File: src/hw/lrb_pkg.sv
// package for the local ram bus master port: widths, lane patterns, carrier structs
package lrb_pkg;
    localparam int ADDR_W = 32;
    localparam int DATA_W = 32;
    localparam int BE_W   = 4;

    typedef enum logic [1:0] {
        SZ_BYTE,
        SZ_HALF,
        SZ_WORD
    } lrb_size_t;

    // lane enables, bit 3 is bus byte 0 (most significant lane)
    localparam logic [3:0] BE_NONE  = 4'h0;
    localparam logic [3:0] BE_B3    = 4'h1;
    localparam logic [3:0] BE_B2    = 4'h2;
    localparam logic [3:0] BE_B1    = 4'h4;
    localparam logic [3:0] BE_B0    = 4'h8;
    localparam logic [3:0] BE_H23   = 4'h3;
    localparam logic [3:0] BE_H01   = 4'hc;
    localparam logic [3:0] BE_WORD  = 4'hf;

    localparam logic [31:0] ADDR_RST = 32'h0000_0000;
    localparam logic [31:0] DATA_RST = 32'h0000_0000;

    // request from the processor side
    typedef struct packed {
        logic                  valid;
        logic                  write;
        lrb_size_t             size;
        logic [ADDR_W-1:0]     addr;
        logic [DATA_W-1:0]     wdata;
    } lrb_req_t;

    // master outputs on the bus
    typedef struct packed {
        logic [ADDR_W-1:0]     addr;
        logic [BE_W-1:0]       laneEn;
        logic [DATA_W-1:0]     wdata;
        logic                  startStrobe;
        logic                  readStrobe;
        logic                  writeStrobe;
    } lrb_mst_t;

    // slave answers on the bus
    typedef struct packed {
        logic [DATA_W-1:0]     rdata;
        logic                  ready;
        logic                  waitAck;
        logic                  corrErr;
        logic                  uncorrectableErrFlag;
    } lrb_slv_t;

    // completion toward the processor side
    typedef struct packed {
        logic                  done;
        logic                  write;
        logic [DATA_W-1:0]     rdata;
        logic                  corrErr;
        logic                  uncorrectableErrFlag;
    } lrb_rsp_t;
endpackage : lrb_pkg

File: src/hw/lrb_master_port.sv
// local ram bus data-side master port with lane steering
`timescale 1ns/1ps

// Functional notes
// - address valid only with start strobe, in the first cycle of a transfer
// - lane enables qualified by start strobe, limited to the eight legal patterns
// - write data valid with start strobe; only enabled lanes matter
// - start strobe high exactly one cycle per transfer, low otherwise
// - read strobe from first cycle until completion; drops for at least one cycle between back-to-back reads
// - write strobe from first cycle until completion; drops for at least one cycle between back-to-back writes
// - completion sampled at edge; next request taken the following cycle, its start strobe one cycle later
// - correctable error sampled only together with completion
// - uncorrectable error sampled only together with completion
// - everything runs on the single core clock
// - byte, halfword, word steering; never wider than slave, no sizing cycles
// - byte loads: lanes from low address bits, byte into register low byte
// - halfword loads 0011/1100 into low half; word loads bus byte 0 to msb
// - byte stores: register low byte on the lane selected like loads
// - halfword stores low half to bytes 2-3 or 0-1; word stores all four
// - all bus signals active high
module lrb_master_port (
    input  wire logic              sys_clk,
    input  wire logic              rst_b,
    input  wire lrb_pkg::lrb_req_t req,
    output logic                   reqReady,
    output lrb_pkg::lrb_rsp_t      rsp,
    output lrb_pkg::lrb_mst_t      mst,
    input  wire lrb_pkg::lrb_slv_t slv
);
    typedef enum logic {
        ST_IDLE,
        ST_BUSY
    } lrb_state_t;

    typedef struct packed {
        lrb_state_t          state;
        logic                write;
        lrb_pkg::lrb_size_t  size;
        logic [1:0]          lowAddr;
        lrb_pkg::lrb_mst_t   mst;
        lrb_pkg::lrb_rsp_t   rsp;
        logic                reqReady;
    } lrb_regs_t;

    lrb_regs_t st_r;
    lrb_regs_t st_nxt;

    // reset image of every register; the ram behind the bus keeps its own contents
    function automatic lrb_regs_t regsReset();
        lrb_regs_t r;
        r.state = ST_IDLE;
        r.write = 1'b0;
        r.size = lrb_pkg::SZ_WORD;
        r.lowAddr = 2'h0;
        r.mst.addr = lrb_pkg::ADDR_RST;
        r.mst.laneEn = lrb_pkg::BE_NONE;
        r.mst.wdata = lrb_pkg::DATA_RST;
        r.mst.startStrobe = 1'b0;
        r.mst.readStrobe = 1'b0;
        r.mst.writeStrobe = 1'b0;
        r.rsp.done = 1'b0;
        r.rsp.write = 1'b0;
        r.rsp.rdata = lrb_pkg::DATA_RST;
        r.rsp.corrErr = 1'b0;
        r.rsp.uncorrectableErrFlag = 1'b0;
        // ready out of reset so the first request needs no extra cycle
        r.reqReady = 1'b1;
        return r;
    endfunction : regsReset

    // lane enables for a size and the low two address bits; misaligned maps to none
    // a misaligned request still runs a bus cycle, but with no lane enabled nothing changes
    function automatic logic [3:0] laneSel(
        input lrb_pkg::lrb_size_t sz,
        input logic [1:0]         a
    );
        logic [3:0] be;
        be = lrb_pkg::BE_NONE;
        case (sz)
            lrb_pkg::SZ_BYTE: begin
                case (a)
                    2'h3: begin
                        be = lrb_pkg::BE_B3;
                    end
                    2'h2: begin
                        be = lrb_pkg::BE_B2;
                    end
                    2'h1: begin
                        be = lrb_pkg::BE_B1;
                    end
                    default: begin
                        be = lrb_pkg::BE_B0;
                    end
                endcase
            end
            lrb_pkg::SZ_HALF: begin
                case (a)
                    2'h2: begin
                        be = lrb_pkg::BE_H23;
                    end
                    2'h0: begin
                        be = lrb_pkg::BE_H01;
                    end
                    default: begin
                        be = lrb_pkg::BE_NONE;
                    end
                endcase
            end
            default: begin
                // one bus cycle per request: no sizing cycles toward narrow slaves
                case (a)
                    2'h0: begin
                        be = lrb_pkg::BE_WORD;
                    end
                    default: begin
                        be = lrb_pkg::BE_NONE;
                    end
                endcase
            end
        endcase
        return be;
    endfunction : laneSel

    // store steering for one bus lane; lane 0 is bits 7:0 (bus byte 3)
    // narrow data go to every lane they may use, the lane enables pick the real one
    function automatic logic [7:0] storeLane(
        input lrb_pkg::lrb_size_t sz,
        input int unsigned        lane,
        input logic [31:0]        d
    );
        logic [7:0] b;
        case (sz)
            lrb_pkg::SZ_BYTE: begin
                b = d[7:0];
            end
            lrb_pkg::SZ_HALF: begin
                b = (lane % 2 == 0) ? d[7:0] : d[15:8];
            end
            default: begin
                b = d[lane*8+:8];
            end
        endcase
        return b;
    endfunction : storeLane

    // load steering: pick the addressed lanes into the register low end, zero above
    function automatic logic [31:0] loadSteer(
        input lrb_pkg::lrb_size_t sz,
        input logic [1:0]         a,
        input logic [31:0]        d
    );
        logic [31:0] w;
        w = 32'h0000_0000;
        case (sz)
            lrb_pkg::SZ_BYTE: begin
                case (a)
                    2'h3: begin
                        w = {24'h00_0000, d[7:0]};
                    end
                    2'h2: begin
                        w = {24'h00_0000, d[15:8]};
                    end
                    2'h1: begin
                        w = {24'h00_0000, d[23:16]};
                    end
                    default: begin
                        w = {24'h00_0000, d[31:24]};
                    end
                endcase
            end
            lrb_pkg::SZ_HALF: begin
                case (a)
                    2'h2: begin
                        w = {16'h0000, d[15:0]};
                    end
                    2'h0: begin
                        w = {16'h0000, d[31:16]};
                    end
                    default: begin
                        // misaligned: no lane was enabled, so nothing valid came back
                        w = 32'h0000_0000;
                    end
                endcase
            end
            default: begin
                // bus byte 0 lands in the most significant register byte
                w = d;
            end
        endcase
        return w;
    endfunction : loadSteer

    // store data built lane by lane
    logic [31:0] storeBus;
    for (genvar g = 0; g < lrb_pkg::BE_W; g++) begin : g_store_lane
        assign storeBus[g*8+:8] = storeLane(req.size, g, req.wdata);
    end

    logic startNow;
    logic doneNow;

    always_comb begin
        st_nxt = st_r;
        doneNow = (st_r.state == ST_BUSY) && slv.ready;
        // new transfer only when idle or in the cycle after completion is sampled
        startNow = req.valid && st_r.reqReady;
        st_nxt.mst.startStrobe = 1'b0;
        st_nxt.rsp.done = 1'b0;
        st_nxt.reqReady = st_r.reqReady;

        if (doneNow) begin
            st_nxt.rsp.done = 1'b1;
            st_nxt.rsp.write = st_r.write;
            // read data and error flags are taken only on the completion edge
            st_nxt.rsp.rdata = st_r.write ? 32'h0000_0000 : loadSteer(st_r.size, st_r.lowAddr, slv.rdata);
            st_nxt.rsp.corrErr = slv.corrErr;
            st_nxt.rsp.uncorrectableErrFlag = slv.uncorrectableErrFlag;
            st_nxt.state = ST_IDLE;
            st_nxt.reqReady = 1'b1;
            // strobes always drop the cycle after completion; a new transfer can only start from the idle cycle that follows
            st_nxt.mst.readStrobe = 1'b0;
            st_nxt.mst.writeStrobe = 1'b0;
        end

        if (startNow) begin
            st_nxt.state = ST_BUSY;
            st_nxt.reqReady = 1'b0;
            st_nxt.write = req.write;
            st_nxt.size = req.size;
            st_nxt.lowAddr = req.addr[1:0];
            st_nxt.mst.startStrobe = 1'b1;
            st_nxt.mst.addr = req.addr;
            st_nxt.mst.laneEn = laneSel(req.size, req.addr[1:0]);
            st_nxt.mst.wdata = req.write ? storeBus : 32'h0000_0000;
            st_nxt.mst.readStrobe = !req.write;
            st_nxt.mst.writeStrobe = req.write;
        end else if (st_r.state == ST_BUSY && !doneNow) begin
            // hold the strobe and lines through wait states; lines only meaningful in cycle one
            st_nxt.mst.readStrobe = st_r.mst.readStrobe;
            st_nxt.mst.writeStrobe = st_r.mst.writeStrobe;
        end else if (!doneNow && st_r.mst.startStrobe == 1'b0) begin
            // idle: park lanes at none so nothing looks qualified; address keeps its last value
            st_nxt.mst.laneEn = lrb_pkg::BE_NONE;
        end

        // synchronous reset overrides whatever the bus did in this cycle
        if (!rst_b) begin
            st_nxt = regsReset();
        end
    end

    // single clock domain, all outputs registered
    always_ff @(posedge sys_clk) begin
        st_r <= st_nxt;
    end

    assign mst = st_r.mst;
    assign rsp = st_r.rsp;
    assign reqReady = st_r.reqReady;
endmodule : lrb_master_port

File: config.mk
export PLATFORM = sky130hd
export DESIGN_NAME = lrb_master_port
export DESIGN_NICKNAME = d
export VERILOG_FILES = /design/src/hw/lrb_pkg.sv /design/src/hw/lrb_master_port.sv
export SDC_FILE = /design/constraint.sdc
export NUM_CORES = 1
export LEC_CHECK = 0
export ABC_AREA = 1
export BUFFER_PORTS_ARGS = -buffer_cell sky130_fd_sc_hd__buf_2
export CAP_MARGIN = 10
export CORE_UTILIZATION = 45
export CTS_BUF_LIST = sky130_fd_sc_hd__clkbuf_8
export CTS_CLUSTER_SIZE = 10
export DETAILED_ROUTE_END_ITERATION = 12
export MAX_ROUTING_LAYER = met4
export PLACE_DENSITY = 0.72
export SYNTH_ARGS = -nofsm -noshare
export SYNTH_HDL_FRONTEND = slang
export SYNTH_SLANG_ARGS = --single-unit
File: constraint.sdc
create_clock -name sys_clk -period 1.4 [get_ports sys_clk]
set_input_delay 0.14 -clock sys_clk [delete_from_list [all_inputs] [get_ports sys_clk]]
set_output_delay 0.14 -clock sys_clk [all_outputs]
set_load 0.1 [all_outputs]
== After elaboration in Yosys (flattened, before gate mapping) ==
Index checks and enable logic that the tools add are counted.
Storage, ports and cells
  RAM bits: 0
  input bits: 106
  latch bits: 0
  logic and storage cells: 63
  output and inout bits: 108
  ROM bits: 0
  flip-flop bits (word level): 114
  memories kept: 0
Cells by class
  shifts and indexed selects: 0
  divide/modulo/power cells: 0
  bitwise operators: 1
  $lt $le $gt $ge: 0
  reductions and logical operators: 15
  multipliers: 0
  muxes and demuxes: 22
  eq/ne operators: 9
  add/sub/neg operators: 0
Operators with widths (number)
  2-to-1 mux 32 bit: 2
  case mux 32 bit (2 select lines): 1
  2-to-1 mux 39 bit: 1
  2-to-1 mux 38 bit: 1
  case mux 16 bit (2 select lines): 1
  case mux 8 bit (3 select lines): 1
  2-to-1 mux 4 bit: 4
  2-to-1 mux 8 bit: 2
  case mux 4 bit (2 select lines): 2
  case mux 8 bit (2 select lines): 1
  case mux 4 bit (3 select lines): 1
  equality test 2 x 1 -> 1 bit, second input constant: 4
  equality test 2 bit, second input constant: 4
  logical NOT 2 bit: 4
  logical AND 1 bit: 4
  2-to-1 mux 2 bit: 2
  AND reduction 2 bit: 2
  nonzero test 2 bit: 2
  2-to-1 mux 1 bit: 3
  logical NOT 1 bit: 2
  inequality test 2 bit, second input constant: 1
  OR reduction 2 bit: 1
  NOT 1 bit: 1

== Longest topological paths before layout ==
  depth in word-level cells: 7
  gate-level depth with buffers: 10
  mapped depth without buffers: 9

== Worst setup path before layout ==
No wires, ideal clock.
  kind: reg2reg
  start: reg st_r (netlist bit reqReady)
  end: reg st_r (netlist bit mst[41])
  stages on the path, launching flop included: 7
  data required time: 1336 ps
  clock period less this slack: 1861 ps
  arrival time: 1797 ps
  library setup time: 64 ps
  buffers on the path: 2
  setup slack: -461 ps
  cells stage by stage: dfxtp_1 > nand2_1 > buf_4 > inv_2 > buf_2 > nor2_1 > nor2_1
Between the ends
  longest elaborated chain between the ends: 1
RTL lines
  start: declaration: RTL line lrb_master_port.sv:45  | lrb_regs_t st_r;
  start signal: assignment: RTL line lrb_master_port.sv:254  | st_r <= st_nxt;
  logical AND 1 bit: RTL line lrb_master_port.sv:206  | startNow = req.valid && st_r.reqReady;
Every way passes these cells.
A chain may end at the register's enable or synchronous reset.

== Worst setup path in the final report ==
  start: reg st_r (netlist bit mst[30])
  end: out mst[30] (netlist name)
RTL lines
  end: declaration: RTL line lrb_master_port.sv:27  | output lrb_pkg::lrb_mst_t mst,
No word-level cell between the ends.

==> flow_summary_export.csv <==
group,metric,value,unit
synthesis,synthTopCellsByArea,"dfxtp_1, nand2_1, buf_4",
synthesis,syn-num-nets,906,
synthesis,synth_top_area_cell,"dfxtp_1",
synthesis,async_reset_ff_share,0,%
sta,period_share,96.03,%
cts,htreeDepth,3,
worst_hold_path,hold_depth,3,
finish,num_antenna_cells,0,
cts,cts_setup_buffers,0,
floorplan,die_area,12810,sq um
global_route,gr-total-overflow,0,
finish,nets,1056,
worst_setup_path,rr_worst_depth,6,
worst_setup_path,cp.depth,1,
drt,ant_nets,0,
cts,clockBufferDepth,2,
floorplan,start_util,46.29,%
placed_design,dp_hpwl,10300,um
sta,rsz0062_at_grt,"yes",
floorplan,core_area,12010,sq um
placed_design,dpl_cell_area,6058,sq um
global_route,grtUsageTotal,24.62,%
power,power_density,1244,nW/um^2
synthesis,synth_common_cells,"nand2_1, buf_4, dfxtp_1",
drt,drtPass1Iterations,5,
synthesis,yosysSeqAreaShare,40.32,%
placed_design,place_congestion,0.8675,
sta,fin_crit,1344,ps
power,leakagePower,3.357,nW
outcome,outcome,"complete, no violations",
synthesis,synth_ff_type,"dfxtp_1",
worst_setup_path,slowest_stage,"buf_2",
drt,dr_total_vias,5452,
synthesis,avgSynthCellArea,6.950,sq um
drt,viasPerCell,4.947,
global_route,grt_pass1_vias,5163,
floorplan,dieWidth,113.2,um
finish,drive_gt1_share,28.69,%
global_route,antenna_found_initial,0,
cts,clk_latency,400,ps
sta,final-hold-violation-count,0,
finish,fin_cells,1102,
drt,drt-initial-drc-count,275,
worst_setup_path,end_kind,"primary output",
worst_setup_path,ff2ff_setup_slack,90,ps
sta,worst_pin_slew,512.3,ps
drt,dr_wl_met2,7172,um
drt,routed.top_layer,"met4",
finish,utilization,56.86,%
synthesis,yosys.cell_types.count,24,
worst_setup_path,cpPeakStageDelay,440,ps
sta,fin_skew,12.92,ps
synthesis,synth_top_area_share,40.32,%
synthesis,synth_most_common_cell,"nand2_1",
worst_setup_path,critPathMaxFanout,2,
worst_setup_path,arrival,1200,ps
synthesis,syn_area,5560,sq um
synthesis,ys_seq_elements,112,
drt,postRouteWirelength,15160,um
finish,fin_area,6830,sq um
cts,clock_sinks,112,
sta,finalSetupViolCount,0,
global_route,grt_pass1_wl,24240,um
sta,slew_headroom,66.08,%
worst_setup_path,crit_family,"buffers and inverters",
worst_setup_path,crit_type,"reg -> out",
cts,tritoncts.num_buffers,9,
worst_setup_path,cp-start-kind,"register",
worst_setup_path,cp_num_buf_inv,1,
cts,cts-root-buf,"clkbuf_8",
flow_run,maxCapViolations,0,
drt,wl_met1,6467,um
cts,cts_tree,"yes",
worst_setup_path,path_cells,"buf_2",
floorplan,io_pins,214,
worst_setup_path,cp.required,1260,ps
power,vdd_ir_drop_max,0.8344,mV
cts,path_clk_slew,100,ps
global_route,grt_max_degree,73,
worst_hold_path,hold_path.class,"in -> reg",
synthesis,synth_edf_count,0,
drt,routed-wl-met3,929,um
placed_design,placed_cells,1034,
sta,clock.fmax,743.9,MHz
placed_design,io_buffers,212,
finish,n_fill_cell,1182,
synthesis,yosys_warnings,0,
sta,drv_slew,0,
synthesis,synthCells,800,
sta,hold_ws,31.87,ps
drt,drc,0,
floorplan,die_y,113.2,um
floorplan,rows,40,
power,design_power_total,8.494,mW
finish,areaGrowthSynthToFinish,22.84,%
drt,wire_per_inst,13.76,um
## cell type report
class | count | area [sq um] | share of cell area (%)
clock buffers | 9 | 123.9 | 1.814
clock inverters | 7 | 111.4 | 1.630
inverters | 25 | 101.3 | 1.484
multi-input cells | 517 | 2227 | 32.61
flip-flops and latches | 112 | 2251 | 32.95
well taps | 147 | 183.9 | 2.693
repair buffers | 285 | 1832 | 26.82
## worst paths after layout
| kind | start | end |
|---|---|---|
| hold / removal | slv[30] | rsp[28] |
| setup / recovery | mst[30] | mst[30] |
| setup reg to reg | st_r[113] | rsp[13] |
| hold reg to reg | rsp[21] | rsp[21] |
## sequential cells by signal, indices dropped and copies added (netlist names)
name      cells
mst          70
reqReady      1
rsp          36
st_r          5
## per-layer routing
layer	vias up	GRT usage, %
met5	-	-
met4	0	12.89
met3	46	5.088
met2	221	40.25
met1	2452	28.51
li1	2733	-
## where the power goes
part | total, mW | internal, mW | switching (mW) | leakage (nW)
Sequential | 3.49 | 3.38 | 0.110 | 0.917
Clock | 2.30 | 1.18 | 1.12 | 0.120
Combinational | 2.70 | 0.643 | 2.06 | 2.32
Total | 8.49 | 5.20 | 3.30 | 3.36
## cell families (layout without fill, tap and decap cells)
kind of cell | after synthesis | after routing | share of synthesized area, %
flops | 112 | 112 | 40.32
compound gates | 123 | 123 | 11.48
simple gates | 393 | 394 | 28.33
buf+inv | 172 | 326 | 19.87
## placed cells by master (no fill, tap or decap), types with 7 or more instances in the layout
cell type,Yosys,routed
buf_12,0,7
o21ai_0,23,22
nand2_1,267,266
buf_2,16,209
o21ai_1,24,25
inv_1,18,19
nand3_1,38,38
dfxtp_1,112,109
dlygate4sd3_1,0,51
clkbuf_8,0,9
nor2_1,75,75
buf_4,113,17
a21oi_1,66,66
## per-stage QoR
step | setup TNS [ps] | setup slack, ps
global placement | 0 | 70.42
finish | 0 | 55.64
CTS | 0 | 12.17
floorplan | 0 | 75.25
global route | -64.74 | -58.18
detailed placement | 0 | 26.79
## repair_timing
| item | in CTS | in global routing |
|---|---|---|
| gates resized for setup | 1 | 8 |
| hold buffers | 51 | 0 |
| pin swaps | 0 | 1 |
| hold endpoints to repair | 52 | 0 |
| cloned | 0 | 1 |
| setup endpoints to repair | 1 | 14 |
(Power assumes the default switching activity.)
